--- src/rtl/serial_irq_pkg.sv ---
// Shared constants and types for the serial controller interrupt gate.
// Assumes a 32-bit AXI4-Lite register bus and two serial controllers.
package serial_irq_pkg;

   // Geometry
   localparam int NUM_CTRL = 2;
   localparam int SRC_W = 15;
   localparam int MODE_W = 3;
   localparam int STROBE_W = SRC_W - MODE_W;

   // Register byte addresses
   localparam logic [31:0] SERIAL1_IRQ_PENDING_ADDR = 32'h4000a840;
   localparam logic [31:0] SERIAL2_IRQ_PENDING_ADDR = 32'h4000a844;
   localparam logic [31:0] SERIAL1_IRQ_ENABLE_ADDR = 32'h4000a848;
   localparam logic [31:0] SERIAL2_IRQ_ENABLE_ADDR = 32'h4000a84c;
   localparam logic [31:0] SERIAL1_IRQ_TRIGGER_MODE_ADDR = 32'h4000a854;
   localparam logic [31:0] SERIAL2_IRQ_TRIGGER_MODE_ADDR = 32'h4000a858;

   // Values after reset
   localparam logic [SRC_W-1:0] ENABLE_RESET = 15'h0000;
   localparam logic [SRC_W-1:0] PENDING_RESET = 15'h0000;
   localparam logic [MODE_W-1:0] MODE_RESET = 3'h0;

   // Trigger mode field positions
   localparam int RX_DATA_LEVEL_SEL_BIT = 0;
   localparam int TX_SPACE_LEVEL_SEL_BIT = 1;
   localparam int TX_IDLE_LEVEL_SEL_BIT = 2;

   // Sources without a mode bit are event strobes taken as levels
   localparam logic [STROBE_W-1:0] STROBE_LEVEL = 12'hfff;

   // Bus answers
   localparam logic [1:0] RESP_OKAY = 2'h0;
   localparam logic [1:0] RESP_SLVERR = 2'h2;

   // Source conditions, bit 14 down to bit 0
   typedef struct packed {
      logic uart_parity_err_irq;
      logic uart_framing_err_irq;
      logic tx_dma_buf_b_unloaded_irq;
      logic tx_dma_buf_a_unloaded_irq;
      logic rx_dma_buf_b_unloaded_irq;
      logic rx_dma_buf_a_unloaded_irq;
      logic twowire_noack_irq;
      logic twowire_cmd_done_irq;
      logic twowire_tx_done_irq;
      logic twowire_rx_done_irq;
      logic tx_underrun_irq;
      logic rx_overrun_irq;
      logic tx_idle_irq;
      logic tx_space_irq;
      logic rx_data_irq;
   } serial_src_type;

   typedef enum logic [1:0] {
      KIND_ENABLE = 2'h0,
      KIND_MODE = 2'h1,
      KIND_PENDING = 2'h3
   } reg_kind_type;

   typedef struct packed {
      logic hit;
      logic ctrl;
      reg_kind_type kind;
   } decode_type;

   typedef enum logic {
      WR_WAIT = 1'b0,
      WR_RESP = 1'b1
   } wr_state_type;

   typedef enum logic {
      RD_WAIT = 1'b0,
      RD_DATA = 1'b1
   } rd_state_type;

endpackage : serial_irq_pkg

--- src/rtl/serial_irq_gate.sv ---
// Second-level interrupt gating for two serial controllers, with an AXI4-Lite slave.
// Assumes source conditions are synchronous to clk and bus traffic only while ce is high.
`timescale 1ns/1ns
`default_nettype none

// Overview of operation
// - Enable bit 14 lets the UART parity-error flag raise the interrupt.
// - Enable bit 13 lets the UART framing-error flag raise the interrupt.
// - Enable bits 12 and 11 gate transmit DMA buffer B and A unloaded.
// - Enable bits 10 and 9 gate receive DMA buffer B and A unloaded.
// - Enable bit 8 gates the two-wire not-acknowledge interrupt.
// - Enable bit 7 gates the two-wire start or stop command done interrupt.
// - Enable bit 6 gates the two-wire transmit done interrupt.
// - Enable bit 5 gates the two-wire receive done interrupt.
// - Enable bit 4 gates the transmit underrun interrupt.
// - Enable bit 3 gates the receive overrun interrupt.
// - Enable bit 1 gates transmit space, bit 2 gates transmitter idle.
// - Enable bit 0 gates the receive data available interrupt.
// - Mode bit 2 picks edge (0) or level (1) for transmitter idle.
// - Mode bit 1 picks edge (0) or level (1) for transmit space.
// - Mode bit 0 picks edge (0) or level (1) for receive data.
// - All enable registers read zero after reset.
// - All trigger mode registers read zero after reset.
// - Pending flags per controller sit at the same positions as enables.
module serial_irq_gate (
   input wire logic clk,
   input wire logic rst,
   input wire logic ce,
   // Source conditions, index 0 is controller 1
   input wire serial_irq_pkg::serial_src_type [1:0] serial_src,
   // Interrupt requests toward the top-level controller
   output logic [1:0] serial_irq,
   // AXI4-Lite slave
   input wire logic [31:0] s_axi_awaddr,
   input wire logic s_axi_awvalid,
   output logic s_axi_awready,
   input wire logic [31:0] s_axi_wdata,
   input wire logic [3:0] s_axi_wstrb,
   input wire logic s_axi_wvalid,
   output logic s_axi_wready,
   output logic [1:0] s_axi_bresp,
   output logic s_axi_bvalid,
   input wire logic s_axi_bready,
   input wire logic [31:0] s_axi_araddr,
   input wire logic s_axi_arvalid,
   output logic s_axi_arready,
   output logic [31:0] s_axi_rdata,
   output logic [1:0] s_axi_rresp,
   output logic s_axi_rvalid,
   input wire logic s_axi_rready
);

   // Map a byte address onto a controller and a register kind
   function automatic serial_irq_pkg::decode_type decode_addr(input logic [31:0] addr);
      serial_irq_pkg::decode_type d;
      d = '{hit: 1'b1, ctrl: 1'b0, kind: serial_irq_pkg::KIND_ENABLE};
      unique case (addr)
         serial_irq_pkg::SERIAL1_IRQ_ENABLE_ADDR: begin
            d.ctrl = 1'b0;
         end
         serial_irq_pkg::SERIAL2_IRQ_ENABLE_ADDR: begin
            d.ctrl = 1'b1;
         end
         serial_irq_pkg::SERIAL1_IRQ_TRIGGER_MODE_ADDR: begin
            d.kind = serial_irq_pkg::KIND_MODE;
         end
         serial_irq_pkg::SERIAL2_IRQ_TRIGGER_MODE_ADDR: begin
            d.ctrl = 1'b1;
            d.kind = serial_irq_pkg::KIND_MODE;
         end
         serial_irq_pkg::SERIAL1_IRQ_PENDING_ADDR: begin
            d.kind = serial_irq_pkg::KIND_PENDING;
         end
         serial_irq_pkg::SERIAL2_IRQ_PENDING_ADDR: begin
            d.ctrl = 1'b1;
            d.kind = serial_irq_pkg::KIND_PENDING;
         end
         default: begin
            d.hit = 1'b0;
         end
      endcase
      return d;
   endfunction : decode_addr

   // Merge written byte lanes into a 15-bit field; bits above 14 are dropped
   function automatic logic [14:0] merge_lanes(input logic [14:0] old,
                                               input logic [31:0] data,
                                               input logic [3:0] strb);
      logic [14:0] r;
      r = old;
      if (strb[0]) begin
         r[7:0] = data[7:0];
      end
      if (strb[1]) begin
         r[14:8] = data[14:8];
      end
      return r;
   endfunction : merge_lanes

   // Bus write state
   serial_irq_pkg::wr_state_type wr_state_reg, wr_state_next;
   logic aw_held_reg, aw_held_next;
   logic w_held_reg, w_held_next;
   logic [31:0] awaddr_reg, awaddr_next;
   logic [31:0] wdata_reg, wdata_next;
   logic [3:0] wstrb_reg, wstrb_next;
   logic awready_reg, awready_next;
   logic wready_reg, wready_next;
   logic bvalid_reg, bvalid_next;
   logic [1:0] bresp_reg, bresp_next;
   logic wr_commit;
   serial_irq_pkg::decode_type wr_dec;

   // Bus read state
   serial_irq_pkg::rd_state_type rd_state_reg, rd_state_next;
   logic arready_reg, arready_next;
   logic rvalid_reg, rvalid_next;
   logic [31:0] rdata_reg, rdata_next;
   logic [1:0] rresp_reg, rresp_next;
   serial_irq_pkg::decode_type rd_dec;

   // Interrupt state
   logic [1:0][14:0] enable_reg, enable_next;
   logic [1:0][2:0] mode_reg, mode_next;
   logic [1:0][14:0] pending_reg, pending_next;
   logic [1:0][2:0] prev_reg, prev_next;
   logic [1:0] irq_reg, irq_next;
   logic [1:0][14:0] set_vec;

   // Write channel: address and data are taken in either order, then answered
   always_comb begin
      wr_state_next = wr_state_reg;
      aw_held_next = aw_held_reg;
      w_held_next = w_held_reg;
      awaddr_next = awaddr_reg;
      wdata_next = wdata_reg;
      wstrb_next = wstrb_reg;
      awready_next = awready_reg;
      wready_next = wready_reg;
      bvalid_next = bvalid_reg;
      bresp_next = bresp_reg;
      wr_commit = 1'b0;
      wr_dec = decode_addr(awaddr_reg);
      unique case (wr_state_reg)
         serial_irq_pkg::WR_WAIT: begin
            if (s_axi_awvalid && awready_reg) begin
               aw_held_next = 1'b1;
               awaddr_next = s_axi_awaddr;
            end
            if (s_axi_wvalid && wready_reg) begin
               w_held_next = 1'b1;
               wdata_next = s_axi_wdata;
               wstrb_next = s_axi_wstrb;
            end
            if (aw_held_reg && w_held_reg) begin
               // Both halves held: apply the write and answer in the same edge
               wr_commit = 1'b1;
               aw_held_next = 1'b0;
               w_held_next = 1'b0;
               bvalid_next = 1'b1;
               bresp_next = wr_dec.hit ? serial_irq_pkg::RESP_OKAY : serial_irq_pkg::RESP_SLVERR;
               wr_state_next = serial_irq_pkg::WR_RESP;
            end
            // Ready drops once a half is held so the master cannot send a second one
            awready_next = !aw_held_next && !wr_commit;
            wready_next = !w_held_next && !wr_commit;
         end
         serial_irq_pkg::WR_RESP: begin
            if (s_axi_bready) begin
               bvalid_next = 1'b0;
               awready_next = 1'b1;
               wready_next = 1'b1;
               wr_state_next = serial_irq_pkg::WR_WAIT;
            end
         end
      endcase
   end

   // Write channel registers
   always_ff @(posedge clk) begin
      if (rst) begin
         wr_state_reg <= serial_irq_pkg::WR_WAIT;
         aw_held_reg <= 1'b0;
         w_held_reg <= 1'b0;
         awaddr_reg <= 32'h0000_0000;
         wdata_reg <= 32'h0000_0000;
         wstrb_reg <= 4'h0;
         awready_reg <= 1'b0;
         wready_reg <= 1'b0;
         bvalid_reg <= 1'b0;
         bresp_reg <= serial_irq_pkg::RESP_OKAY;
      end else if (ce) begin
         wr_state_reg <= wr_state_next;
         aw_held_reg <= aw_held_next;
         w_held_reg <= w_held_next;
         awaddr_reg <= awaddr_next;
         wdata_reg <= wdata_next;
         wstrb_reg <= wstrb_next;
         awready_reg <= awready_next;
         wready_reg <= wready_next;
         bvalid_reg <= bvalid_next;
         bresp_reg <= bresp_next;
      end
   end

   // Read channel: data is captured at the address handshake
   always_comb begin
      rd_state_next = rd_state_reg;
      arready_next = arready_reg;
      rvalid_next = rvalid_reg;
      rdata_next = rdata_reg;
      rresp_next = rresp_reg;
      rd_dec = decode_addr(s_axi_araddr);
      unique case (rd_state_reg)
         serial_irq_pkg::RD_WAIT: begin
            arready_next = 1'b1;
            if (s_axi_arvalid && arready_reg) begin
               arready_next = 1'b0;
               rvalid_next = 1'b1;
               rresp_next = rd_dec.hit ? serial_irq_pkg::RESP_OKAY : serial_irq_pkg::RESP_SLVERR;
               rdata_next = 32'h0000_0000; // Upper bits always read zero
               if (rd_dec.hit) begin
                  unique case (rd_dec.kind)
                     serial_irq_pkg::KIND_ENABLE: rdata_next[14:0] = enable_reg[rd_dec.ctrl];
                     serial_irq_pkg::KIND_MODE: rdata_next[2:0] = mode_reg[rd_dec.ctrl];
                     serial_irq_pkg::KIND_PENDING: rdata_next[14:0] = pending_reg[rd_dec.ctrl];
                  endcase
               end
               rd_state_next = serial_irq_pkg::RD_DATA;
            end
         end
         serial_irq_pkg::RD_DATA: begin
            if (s_axi_rready) begin
               rvalid_next = 1'b0;
               arready_next = 1'b1;
               rd_state_next = serial_irq_pkg::RD_WAIT;
            end
         end
      endcase
   end

   // Read channel registers
   always_ff @(posedge clk) begin
      if (rst) begin
         rd_state_reg <= serial_irq_pkg::RD_WAIT;
         arready_reg <= 1'b0;
         rvalid_reg <= 1'b0;
         rdata_reg <= 32'h0000_0000;
         rresp_reg <= serial_irq_pkg::RESP_OKAY;
      end else if (ce) begin
         rd_state_reg <= rd_state_next;
         arready_reg <= arready_next;
         rvalid_reg <= rvalid_next;
         rdata_reg <= rdata_next;
         rresp_reg <= rresp_next;
      end
   end

   // Per-controller set terms; strobe sources count as levels, mode bits pick for the rest
   for (genvar c = 0; c < serial_irq_pkg::NUM_CTRL; c++) begin : g_set
      assign set_vec[c] = serial_src[c] & {serial_irq_pkg::STROBE_LEVEL,
                                           mode_reg[c] | ~prev_reg[c]};
   end

   // Enable, mode and pending updates; a pending flag is cleared by writing one
   always_comb begin
      enable_next = enable_reg;
      mode_next = mode_reg;
      prev_next = prev_reg;
      for (int c = 0; c < serial_irq_pkg::NUM_CTRL; c++) begin
         // Remember the low three conditions for edge detection
         prev_next[c] = serial_src[c][2:0];
         pending_next[c] = pending_reg[c] | set_vec[c];
         if (wr_commit && wr_dec.hit && wr_dec.ctrl == c[0]) begin
            unique case (wr_dec.kind)
               serial_irq_pkg::KIND_ENABLE: begin
                  enable_next[c] = merge_lanes(enable_reg[c], wdata_reg, wstrb_reg);
               end
               serial_irq_pkg::KIND_MODE: begin
                  if (wstrb_reg[0]) begin
                     mode_next[c] = wdata_reg[2:0];
                  end
               end
               serial_irq_pkg::KIND_PENDING: begin
                  // A new event in the clearing cycle wins over the clear
                  pending_next[c] = (pending_reg[c] & ~merge_lanes(15'h0000, wdata_reg,
                                     wstrb_reg)) | set_vec[c];
               end
            endcase
         end
         irq_next[c] = |(pending_reg[c] & enable_reg[c]);
      end
   end

   // Interrupt state registers
   always_ff @(posedge clk) begin
      if (rst) begin
         for (int c = 0; c < serial_irq_pkg::NUM_CTRL; c++) begin
            enable_reg[c] <= serial_irq_pkg::ENABLE_RESET;
            mode_reg[c] <= serial_irq_pkg::MODE_RESET;
            pending_reg[c] <= serial_irq_pkg::PENDING_RESET;
            prev_reg[c] <= serial_irq_pkg::MODE_RESET;
         end
         irq_reg <= 2'h0;
      end else if (ce) begin
         enable_reg <= enable_next;
         mode_reg <= mode_next;
         pending_reg <= pending_next;
         prev_reg <= prev_next;
         irq_reg <= irq_next;
      end
   end

   // Outputs straight from flip-flops
   assign serial_irq = irq_reg;
   assign s_axi_awready = awready_reg;
   assign s_axi_wready = wready_reg;
   assign s_axi_bvalid = bvalid_reg;
   assign s_axi_bresp = bresp_reg;
   assign s_axi_arready = arready_reg;
   assign s_axi_rvalid = rvalid_reg;
   assign s_axi_rdata = rdata_reg;
   assign s_axi_rresp = rresp_reg;

   // Checks on the gating, trigger modes and register behaviour
   a_parity_gate: assert property (@(posedge clk) disable iff (rst)
      ce && pending_reg[0][14] && enable_reg[0][14] |=> serial_irq[0])
      else $error("parity error enabled but no interrupt");
   a_framing_gate: assert property (@(posedge clk) disable iff (rst)
      ce && pending_reg[1][13] && enable_reg[1][13] |=> serial_irq[1])
      else $error("framing error enabled but no interrupt");
   a_tx_dma_gate: assert property (@(posedge clk) disable iff (rst)
      ce && |(pending_reg[0][12:11] & enable_reg[0][12:11]) |=> serial_irq[0])
      else $error("transmit buffer unloaded enabled but no interrupt");
   a_rx_dma_gate: assert property (@(posedge clk) disable iff (rst)
      ce && |(pending_reg[1][10:9] & enable_reg[1][10:9]) |=> serial_irq[1])
      else $error("receive buffer unloaded enabled but no interrupt");
   a_noack_gate: assert property (@(posedge clk) disable iff (rst)
      ce && pending_reg[1] == 15'h0100 && !enable_reg[1][8] |=> !serial_irq[1])
      else $error("disabled not-acknowledge raised the interrupt");
   a_cmd_done_gate: assert property (@(posedge clk) disable iff (rst)
      ce && pending_reg[1][7] && enable_reg[1][7] |=> serial_irq[1])
      else $error("command done enabled but no interrupt");
   a_tx_done_gate: assert property (@(posedge clk) disable iff (rst)
      ce && pending_reg[1] == 15'h0040 && !enable_reg[1][6] |=> !serial_irq[1])
      else $error("disabled transmit done raised the interrupt");
   a_rx_done_gate: assert property (@(posedge clk) disable iff (rst)
      ce && pending_reg[1][5] && enable_reg[1][5] |=> serial_irq[1])
      else $error("receive done enabled but no interrupt");
   a_underrun_gate: assert property (@(posedge clk) disable iff (rst)
      ce && pending_reg[0][4] && enable_reg[0][4] |=> serial_irq[0])
      else $error("underrun enabled but no interrupt");
   a_overrun_gate: assert property (@(posedge clk) disable iff (rst)
      ce && pending_reg[1][3] && enable_reg[1][3] |=> serial_irq[1])
      else $error("overrun enabled but no interrupt");
   a_tx_space_idle: assert property (@(posedge clk) disable iff (rst)
      ce && |(pending_reg[0][2:1] & enable_reg[0][2:1]) |=> serial_irq[0])
      else $error("transmit space or idle enabled but no interrupt");
   a_rx_data_gate: assert property (@(posedge clk) disable iff (rst)
      ce && pending_reg[1] == 15'h0001 && !enable_reg[1][0] |=> !serial_irq[1])
      else $error("disabled receive data raised the interrupt");
   a_idle_level: assert property (@(posedge clk) disable iff (rst)
      ce && mode_reg[0][2] && serial_src[0].tx_idle_irq |=> pending_reg[0][2])
      else $error("level transmitter idle did not hold its flag");
   a_space_edge: assert property (@(posedge clk) disable iff (rst)
      ce && !mode_reg[1][1] && serial_src[1].tx_space_irq && !prev_reg[1][1]
      |=> pending_reg[1][1])
      else $error("rising transmit space did not set its flag");
   a_rx_edge_hold: assert property (@(posedge clk) disable iff (rst)
      ce && !mode_reg[0][0] && prev_reg[0][0] && !pending_reg[0][0] |=> !pending_reg[0][0])
      else $error("edge receive data set its flag without a rise");
   a_enable_reset: assert property (@(posedge clk)
      $fell(rst) |-> enable_reg == 30'h0000_0000)
      else $error("enable registers not zero after reset");
   a_mode_reset: assert property (@(posedge clk)
      $fell(rst) |-> mode_reg == 6'h00 && !serial_irq[0] && !serial_irq[1])
      else $error("mode registers not zero after reset");
   a_strobe_sets: assert property (@(posedge clk) disable iff (rst)
      ce && serial_src[1].twowire_noack_irq ##1 ce [*2] |-> pending_reg[1][8])
      else $error("not-acknowledge strobe did not set bit 8");
   a_irq_drops: assert property (@(posedge clk) disable iff (rst)
      ce && (pending_reg[1] & enable_reg[1]) == 15'h0000 |=> !serial_irq[1])
      else $error("interrupt high without an enabled pending flag");
   a_level_rearm: assert property (@(posedge clk) disable iff (rst)
      ce && mode_reg[0][0] && serial_src[0].rx_data_irq [*2] |=> pending_reg[0][0])
      else $error("level receive data flag not re-set");
   a_upper_zero: assert property (@(posedge clk) disable iff (rst)
      s_axi_rvalid |-> s_axi_rdata[31:15] == 17'h00000)
      else $error("upper register bits read nonzero");

endmodule : serial_irq_gate
`default_nettype wire

--- config.mk ---
export PLATFORM = sky130hd
export DESIGN_NAME = serial_irq_gate
export DESIGN_NICKNAME = d
export VERILOG_FILES = /design/src/rtl/serial_irq_pkg.sv /design/src/rtl/serial_irq_gate.sv
export SDC_FILE = /design/constraint.sdc
export NUM_CORES = 1
export LEC_CHECK = 0
export BUFFER_PORTS_ARGS = -buffer_cell sky130_fd_sc_hd__buf_2
export CAP_MARGIN = 20
export CORE_UTILIZATION = 42
export DETAILED_ROUTE_END_ITERATION = 7
export PLACE_DENSITY = 0.66
export SKIP_CTS_REPAIR_TIMING = 1
export SLEW_MARGIN = 20
export SYNTH_ARGS = -nofsm -noshare
export SYNTH_HDL_FRONTEND = slang
export SYNTH_SLANG_ARGS = --single-unit
--- constraint.sdc ---
create_clock -name clk -period 2.9 [get_ports clk]
set_clock_uncertainty 0.15 [all_clocks]
set_input_delay 0 -clock clk [delete_from_list [all_inputs] [get_ports clk]]
set_output_delay 0 -clock clk [all_outputs]
set_load 0.02 [all_outputs]
# Word-level counts from Yosys, hierarchy flattened
# Index checks and enable logic that the tools add are counted.
dict set report op_classes {
  eq_ne 20
  bitwise 19
  reduce_logical 39
  n_lt_le_gt_ge 1
  mux 55
}
# cell count
set ops {}
lappend ops {{== test 32 x 31 -> 1 bit, second input constant} 12}
lappend ops {{2-to-1 mux 15 bit} 9}
lappend ops {{bitwise AND 15 bit} 6}
lappend ops {{OR 15 bit} 4}
lappend ops {{2-to-1 mux 8 bit} 4}
lappend ops {{NOT 15 bit} 2}
lappend ops {{OR reduction 15 bit} 2}
lappend ops {{2-to-1 mux 7 bit} 4}
lappend ops {{case mux 12 bit (2 select lines)} 1}
lappend ops {{AND reduction 4 bit} 6}
lappend ops {{2-to-1 mux 1 bit} 23}
lappend ops {{AND reduction 3 bit} 6}
lappend ops {{case mux 1 bit (2 select lines)} 7}
lappend ops {{OR reduction 6 bit} 2}
lappend ops {{logical AND 1 bit} 9}
lappend ops {{case mux 3 bit (3 select lines)} 1}
lappend ops {{inequality test 2 bit, second input constant} 4}
lappend ops {{case mux 2 bit (2 select lines)} 2}
lappend ops {{OR reduction 2 bit} 4}
lappend ops {{2-to-1 mux 3 bit} 2}
lappend ops {{NOT 3 bit} 2}
lappend ops {{OR 3 bit} 2}
lappend ops {{AND reduction 2 bit} 3}
lappend ops {{OR reduction 3 bit} 2}
lappend ops {{7 further kinds} 15}
dict set report word_totals {
  word_cells 160
  reg_bits 151
  output_inout_bits 43
}

# Depth between registers and ports, before layout
# Gate-level depths: netlist (run 1).
dict set report depth {
  word_depth 12
  mapped_depth 6
  mapped_depth_nobuf 4
}

# Least setup slack after synthesis (run 1)
# Ideal clock, no wire load.
dict set report synth_path {
  path_type {reg2reg}
  start {register awaddr_reg[22]}
  end {register pending_reg[10] (netlist name)}
  setup_slack_ns 1.086
  required_time_ns 2.597
  t_arrival_ns 1.511
  setup_ns 0.153
  stages_incl_launch_ff 6
  cell_sequence {dfxtp_1 nor4_1 nand4_1 nor2_1 buf_2 a311oi_1}
}
dict set report synth_between {
  elab_chain_len 6
}
# item line_no
set synth_rtl {}
lappend synth_rtl {{from (decl)} serial_irq_gate.sv:104} ;# logic [31:0] awaddr_reg, awaddr_next;
lappend synth_rtl {{from (signal assigned)} serial_irq_gate.sv:196} ;# awaddr_reg <= awaddr_next;
lappend synth_rtl {{== test 32 x 31 -> 1 bit} serial_irq_gate.sv:57} ;# unique case (addr)
lappend synth_rtl {{OR reduction 2 bit (no line), or another cell as far along} n/a}
lappend synth_rtl {{case mux 2 bit (2 select lines) / 2-to-1 mux 1 bit (equally long branches)} serial_irq_gate.sv:57}
lappend synth_rtl {{== test 2 bit, or another cell as far along} serial_irq_gate.sv:275} ;# unique case (wr_dec.kind)
lappend synth_rtl {{2-to-1 mux 15 bit / logical AND 1 bit (equally long branches)} {serial_irq_gate.sv:275, serial_irq_gate.sv:274}}
lappend synth_rtl {{2-to-1 mux 15 bit (*)} serial_irq_gate.sv:274} ;# if (wr_commit && wr_dec.hit && wr_dec.ctrl == c[0]) begin
lappend synth_rtl {{to (signal, indexed assignment)} serial_irq_gate.sv:301} ;# pending_reg[c] <= serial_irq_pkg::PENDING_RESET;
lappend synth_rtl {{to (signal assigned)} serial_irq_gate.sv:308} ;# pending_reg <= pending_next;
lappend synth_rtl {{to (decl)} serial_irq_gate.sv:125} ;# logic [1:0][14:0] pending_reg, pending_next;
# Every way passes the cells marked *; elsewhere a longest branch is shown, timed or not.
# A chain may end at the register's enable or synchronous reset.

# Worst setup path after layout (run 1)
dict set report layout_path {
  start {input port s_axi_araddr[19]}
  end {register rdata_reg[14], in the netlist s_axi_rdata[14]}
}
dict set report layout_between {
  elab_chain_len 7
}
# item line_no
set layout_rtl {}
lappend layout_rtl {{from (decl)} serial_irq_gate.sv:44} ;# input wire logic [31:0] s_axi_araddr,
lappend layout_rtl {{== test 32 x 31 -> 1 bit} serial_irq_gate.sv:57}
lappend layout_rtl {{OR reduction 3 bit (no line)} n/a}
lappend layout_rtl {{2-to-1 mux 1 bit} serial_irq_gate.sv:57}
lappend layout_rtl {{2-to-1 mux 15 bit, on equally long branches (2 in a row)} {serial_irq_gate.sv:226, serial_irq_gate.sv:224}}
lappend layout_rtl {{case mux 12 bit (2 select lines)} serial_irq_gate.sv:223} ;# unique case (rd_dec.kind)
lappend layout_rtl {{2-to-1 mux 15 bit (*)} serial_irq_gate.sv:222} ;# if (rd_dec.hit) begin
lappend layout_rtl {{to (signal assigned)} serial_irq_gate.sv:254} ;# rdata_reg <= rdata_next;
lappend layout_rtl {{to (decl)} serial_irq_gate.sv:118} ;# logic [31:0] rdata_reg, rdata_next;
# Every way passes the cells marked *; elsewhere a longest branch is shown, timed or not. The select of a mux whose other input is x is not followed.

==> results of run 1 <==
## power by group
group	total [mW]	switching [mW]	internal, mW
Sequential	2.17	0.0596	2.11
Combinational	0.496	0.255	0.240
Clock	2.03	0.808	1.22
## critical path, cell delays in order
cell and delay (ns):
dlygate4sd3_1 0.53, buf_2 0.12, or4_4 0.46, dlygate4sd3_1 0.61, nor4_4 0.47, nand3_2 0.41
a22oi_1 0.27
## cells in the final DEF (no fill, tap or decap), types with 3 or more instances in the layout
master	count
dfxtp_1	149
buf_2	141
nand2_1	124
a21oi_1	110
dlygate4sd3_1	98
nand4_1	30
nor2_1	27
a311oi_1	25
o31ai_1	25
nand2b_1	24
and3_1	22
mux2i_1	21
conb_1	19
nor2b_1	18
a21boi_0	17
clkbuf_16	17
buf_4	17
inv_1	15
a22oi_1	14
o2111ai_1	12
a222oi_1	12
nand3_1	11
a22oi_2	10
nor3_1	7
clkbuf_8	6
nand3b_1	5
and4_1	5
a2111oi_0	5
nor4_1	4
a31oi_1	4
clkbuf_1	4
and4b_1	3
o211ai_1	3
o21ai_1	3
nor4b_2	3
a221oi_1	3
## how the worst min path moves through the flow
stage / start / endpoint / slack [ns]
5_1_grt: s_axi_araddr[15] / s_axi_rdata[11] / 0.04
6_report: s_axi_araddr[15] / s_axi_rdata[11] / 0.03
3_5_place_dp: s_axi_awaddr[14] / awaddr_reg[14] / 0.1
4_1_cts: s_axi_awaddr[14] / awaddr_reg[14] / -0.35
3_3_place_gp: s_axi_awaddr[21] / awaddr_reg[21] / 0.09
2_1_floorplan: s_axi_awaddr[13] / awaddr_reg[13] / -0.01
## Yosys cell counts, types with 7 or more instances
master	number	area share [%]
a222oi_1	12	1.7
mux2i_1	21	3.0
o31ai_1	25	2.7
a21boi_0	17	1.8
and3_1	22	2.0
a22oi_2	10	1.8
buf_4	19	2.0
dfxtp_1	149	42
a22oi_1	14	1.5
inv_1	15	0.80
nand2_1	124	6.6
nand2b_1	24	2.1
a311oi_1	25	3.1
clkbuf_1	53	2.8
nor3_1	7	0.50
a21oi_1	110	7.8
nor2b_1	18	1.6
nor2_1	27	1.4
buf_2	7	0.50
o2111ai_1	12	1.5
nand3_1	11	0.78
nand4_1	30	2.7
## stage by stage
step	hold WS, ns	utilization (%)	instances	instance area, µm²
6_report	0.0269	57.7	1260	9290
3_5_place_dp	0.0964	48.2	1132	7770
3_3_place_gp	0.0948	48.2	1132	7770
5_1_grt	0.0375	57.7	1260	9290
4_1_cts	-0.352	51.6	1162	8310
2_1_floorplan	-0.0140	-	842	7090
## cell type report
type                    count  area (µm²)  share of cell area [%]
clock buffers              27         523                    5.63
well taps                 216         270                    2.91
clock inverters             3        17.5                   0.188
repair buffers            256        1810                    19.5
flip-flops and latches    149        2980                    32.1
multi-input cells         594        3630                    39.1
inverters                  15        56.3                   0.606
## cell families (layout without fill, tap and decap cells)
group | Yosys count | after routing
AND/OR/NAND/NOR | 298 | 298
AO/OA/AOI/OAI | 255 | 255
flip-flops | 149 | 149
buffers and inverters | 99 | 301
multiplexers | 21 | 21
other | 1 | 19
XOR/XNOR | 1 | 1
## routing by layer
layer	vias up	routed length [µm]	track usage (%)
li1	3441	-	-
met1	3258	9600	33.1
met2	335	9790	34.3
met3	41	1660	4.59
met4	0	448	7.88
met5	-	0	0
==> results.py, run 1 <==
metrics = {
    "finish": {
        "drive_above_1_share_pct": 19.4,
        "nets": 1171,
        "antenna_cells": 0,
        "layout-area-overhead-vs-synth_pct": 32.4,
        "largest_reg_flops": 32,
        "fill_cells": 1452,
    },
    "worst_setup_path": {
        "crit_required_ns": 3.09,
        "critPathCapture": "s_axi_rdata[14]",
        "reg2reg_depth": 4,
        "critPathLaunch": "s_axi_araddr[19]",
        "critPathLaunchType": "input port",
        "cp.arrival_ns": 2.87,
        "rr_startpoint": "awaddr_reg[10]",
        "endpoint_kind": "flip-flop",
        "path_max_fanout": 12,
        "critPathKind": "in -> reg",
        "r2r_end": "pending_reg[0]",
        "rrSetupSlack_ns": 0.79,
    },
    "yosys": {
        "ys.flop_type": "dfxtp_1",
        "syn_area_mm2": 0.00702,
        "yosys_warnings": 0,
        "synth_top_family_by_area": "compound AO/OA/AOI/OAI gates",
        "syn_area_per_cell_um2": 8.52,
        "synthSimpleGateAreaFrac_pct": 22.5,
        "synth_edf_count": 0,
        "synth_compound_gate_area_share_pct": 25.1,
        "synth_seq_cells": 149,
        "synth_xor_area_share_pct": 0.125,
        "synthMuxAreaShare_pct": 2.99,
        "synth_fa_ha_area_share_pct": 0,
        "yosysSeqAreaShare_pct": 42.5,
        "netlist_instances": 824,
        "async_flop_share_pct": 0,
        "synth.distinct_cells": 58,
    },
    "sta": {
        "timing.setup.tns_ns": 0,
        "relSlewSlack_pct": 48.9,
        "slew_violations": 0,
        "final.min_clock_period_ns": 2.68,
        "hold_viol": 0,
        "rsz0062_at_grt": "no",
        "tightestPinTransition_ns": 0.764,
        "max_freq_mhz": 373,
        "setup_slack_ns": 0.220,
        "finalSetupViolCount": 0,
        "layout_worst_path_cycle_share_pct": 92.4,
    },
    "detailed_routing": {
        "drtAntennaViolNets": 0,
        "wirelength_um": 21500,
        "first_iter_violations": 856,
        "drt-pass1-iter-count": 7,
        "vias": 7075,
        "drc_errors": 0,
        "avgViaCountPerCell": 5.62,
        "wire_per_inst_um": 17.1,
    },
    "pwr": {
        "ir_drop_mv": 0.425,
        "power_mw": 4.69,
        "p_leak_nw": 3.56,
        "power_density_mw_per_mm2": 505,
    },
    "grt": {
        "grt_max_degree": 74,
        "grt.total_usage_pct": 23.1,
        "antenna_found_initial": 0,
        "grt_pass1_vias": 5950,
        "grt_pass1_wl_um": 31800,
        "grt-ovfl-total": 0,
    },
    "clocking": {
        "cts_buffer_depth": 2,
        "cts_tree": "built",
        "cts-root-buf": "clkbuf_16",
        "clock-sinks": 149,
        "cts_buffers": 17,
        "path_clk_slew_ns": 0.05,
        "clock_latency_ns": 0.42,
        "cts.htree.levels": 4,
    },
    "placement": {
        "pre_cts_ws_ns": 0.772,
        "dpl.hpwl_um": 14300,
        "place.gp.congestion": 0.882,
        "port-buffer-count": 142,
    },
    "floorplanning": {
        "die_y_um": 131,
        "die_w_um": 131,
        "fp.dieArea_mm2": 0.0172,
        "placementRows": 46,
        "core_area_mm2": 0.0161,
        "initial_utilization_pct": 43.6,
        "io_pins": 181,
    },
    "hold_path": {
        "hold_path_class": "in -> reg",
        "holdPathStages": 5,
    },
    "run_status": {
        "status": "completed",
    },
    "run": {
        "cap_violations": 0,
    },
}
No activity file was read; power rests on OpenSTA's default activity.
==> run 2: changes to the inputs <==
- CELL_PAD_IN_SITES_DETAIL_PLACEMENT: unset -> 2
- CELL_PAD_IN_SITES_GLOBAL_PLACEMENT: unset -> 2
- CORE_ASPECT_RATIO: unset -> 1.5
- CORE_UTILIZATION: 42 -> 33
- PLACE_DENSITY: 0.66 -> unset
- PLACE_DENSITY_LB_ADDON: unset -> 0.1
==> run 2 against run 1 <==
The flow now finishes with violations (hold timing). Count of clock-buffer cells in the layout decreased by 4. Critical path depth decreased by 3. Combinational power increased by 4.6%. Sequential cell count unchanged. Total power increased by 6.9%. Sequential share of layout area decreased by 0.18 points. Largest cell class unchanged. Largest power group is now the clock network.
==> results.py, run 2 (synthesis results as in run 1) <==
metrics = {
    "clocking": {
        "cts_buffers": 17,
        "cts-root-buf": "clkbuf_16",
        "cts_buffer_depth": 2,
        "path_clk_slew_ns": 0.06,
        "cts.htree.levels": 4,
        "clock_latency_ns": 0.43,
        "clock-sinks": 149,
        "cts_tree": "built",
    },
    "hold_path": {
        "hold_path_class": "in -> reg",
    },
    "sta": {
        "layout_worst_path_cycle_share_pct": 77.7,
        "slew_violations": 0,
        "rsz0062_at_grt": "no",
        "relSlewSlack_pct": 27.7,
        "hold_viol": 1,
        "timing.setup.tns_ns": 0,
        "tightestPinTransition_ns": 1.08,
        "finalSetupViolCount": 0,
        "hold_slack_ns": -0.0389,
        "final.min_clock_period_ns": 2.25,
        "max_freq_mhz": 444,
    },
    "detailed_routing": {
        "avgViaCountPerCell": 5.69,
        "drtAntennaViolNets": 0,
        "first_iter_violations": 404,
        "vias": 7431,
        "drc_errors": 0,
        "drt-pass1-iter-count": 5,
        "wire_per_inst_um": 22.1,
        "wirelength_um": 28800,
    },
    "floorplanning": {
        "placementRows": 65,
        "fp.dieArea_mm2": 0.0219,
        "die_w_um": 121,
        "initial_utilization_pct": 33.5,
        "io_pins": 181,
        "die_y_um": 181,
        "core_area_mm2": 0.0210,
    },
    "finish": {
        "nets": 1163,
        "final_cell_mix": "149 x dfxtp_1, 141 x buf_2, 124 x nand2_1",
        "antenna_cells": 0,
        "layout-area-overhead-vs-synth_pct": 33.1,
        "largest_reg_flops": 32,
        "drive_above_1_share_pct": 20.0,
        "final_util_pct": 44.5,
        "mostFrequentLayoutCell": "dfxtp_1",
    },
    "grt": {
        "grt-ovfl-total": 0,
        "grt_pass1_vias": 7521,
        "grt.total_usage_pct": 24.3,
        "grt_pass1_wl_um": 40900,
        "antenna_found_initial": 0,
        "grt_max_degree": 71,
    },
    "worst_setup_path": {
        "cp_cell_sequence": "nor4_1 > and4_1 > and3_1 > a2111oi_0",
        "critPathKind": "reg -> reg",
        "critPathSlowestCell": "and3_1",
        "path_max_fanout": 8,
        "critPathLaunchType": "flip-flop",
        "cp.arrival_ns": 2.38,
        "crit_required_ns": 3.02,
        "crit_path_max_incr_delay_ns": 0.53,
        "endpoint_kind": "flip-flop",
    },
    "run_status": {
        "violations": "hold timing",
        "status": "finished with violations",
    },
    "pwr": {
        "p_leak_nw": 3.57,
        "ir_drop_mv": 0.408,
        "power_density_mw_per_mm2": 537,
    },
    "placement": {
        "dpl.hpwl_um": 19000,
        "port-buffer-count": 142,
        "place.gp.congestion": 0.888,
    },
    "run": {
        "cap_violations": 0,
    },
}
## run 2: cell types whose count changed in the layout (fill, tap and decap cells not counted), sizes merged
cell | before | now
dlygate4sd3 | 98 | 89
clkbuf | 27 | 23
clkinv | 2 | 6
bufinv | 0 | 3
buf | 158 | 159
clkinvlp | 1 | 0
## run 2: metal layers
metal  GRT usage (%)  vias up  wire [µm]  share of wire, %
met3            4.15       56       1140               4.0
met4            10.1        0        807               2.8
met1            28.3     3734      11600                40
met5               0        -          0                 0
li1                -     3418          -                 -
met2            43.3      223      15300                53
## run 2: cell type report
type,count,area (µm²)
Multi-Input combinational cell,594,3630
Fill cell,2326,11600
Clock inverter,9,124
Tap cell,268,335
Sequential cell,149,2980
Inverter,15,56.3
Clock buffer,23,488
Timing Repair Buffer,248,1730
## run 2: worst max-delay path: cells and delay by family (launching register included)
family	cells	cell delay (ns)
DFF	1	0.32
and+or+nand+nor	3	1.42
AOI/OAI and AO/OA	1	0.20
## run 2: where the power goes
group,switching [mW],internal (mW),total (mW),leakage [nW]
clock,0.880,1.44,2.32,0.307
sequential,0.0676,2.11,2.18,1.21
combinational,0.283,0.235,0.519,2.05
total,1.23,3.79,5.02,3.57
## run 2: final timing paths
| path | from | endpoint | slack (ns) | cells past startpoint |
|---|---|---|---|---|
| setup / recovery | awaddr_reg[20] | pending_reg[15] | 0.65 | 4 |
| hold / removal | s_axi_araddr[3] | s_axi_rdata[1] | -0.04 | 4 |
| setup reg to reg | awaddr_reg[20] | pending_reg[15] | 0.65 | 4 |
| hold reg to reg | awaddr_reg[30] | awaddr_reg[30] | 0.31 | 2 |
## run 2: per-stage QoR
step	instance area [µm²]	cells	power, mW	hold slack [ns]	setup slack, ns
global route	9350	1306	5.19	0.00904	0.560
CTS	8460	1217	4.94	-0.360	0.648
detailed placement	7850	1185	2.63	0.101	0.660
finish	9350	1306	5.02	-0.0389	0.648
global placement	7850	1185	2.60	0.0920	0.717
floorplan	7090	842	2.45	-0.0140	1.09
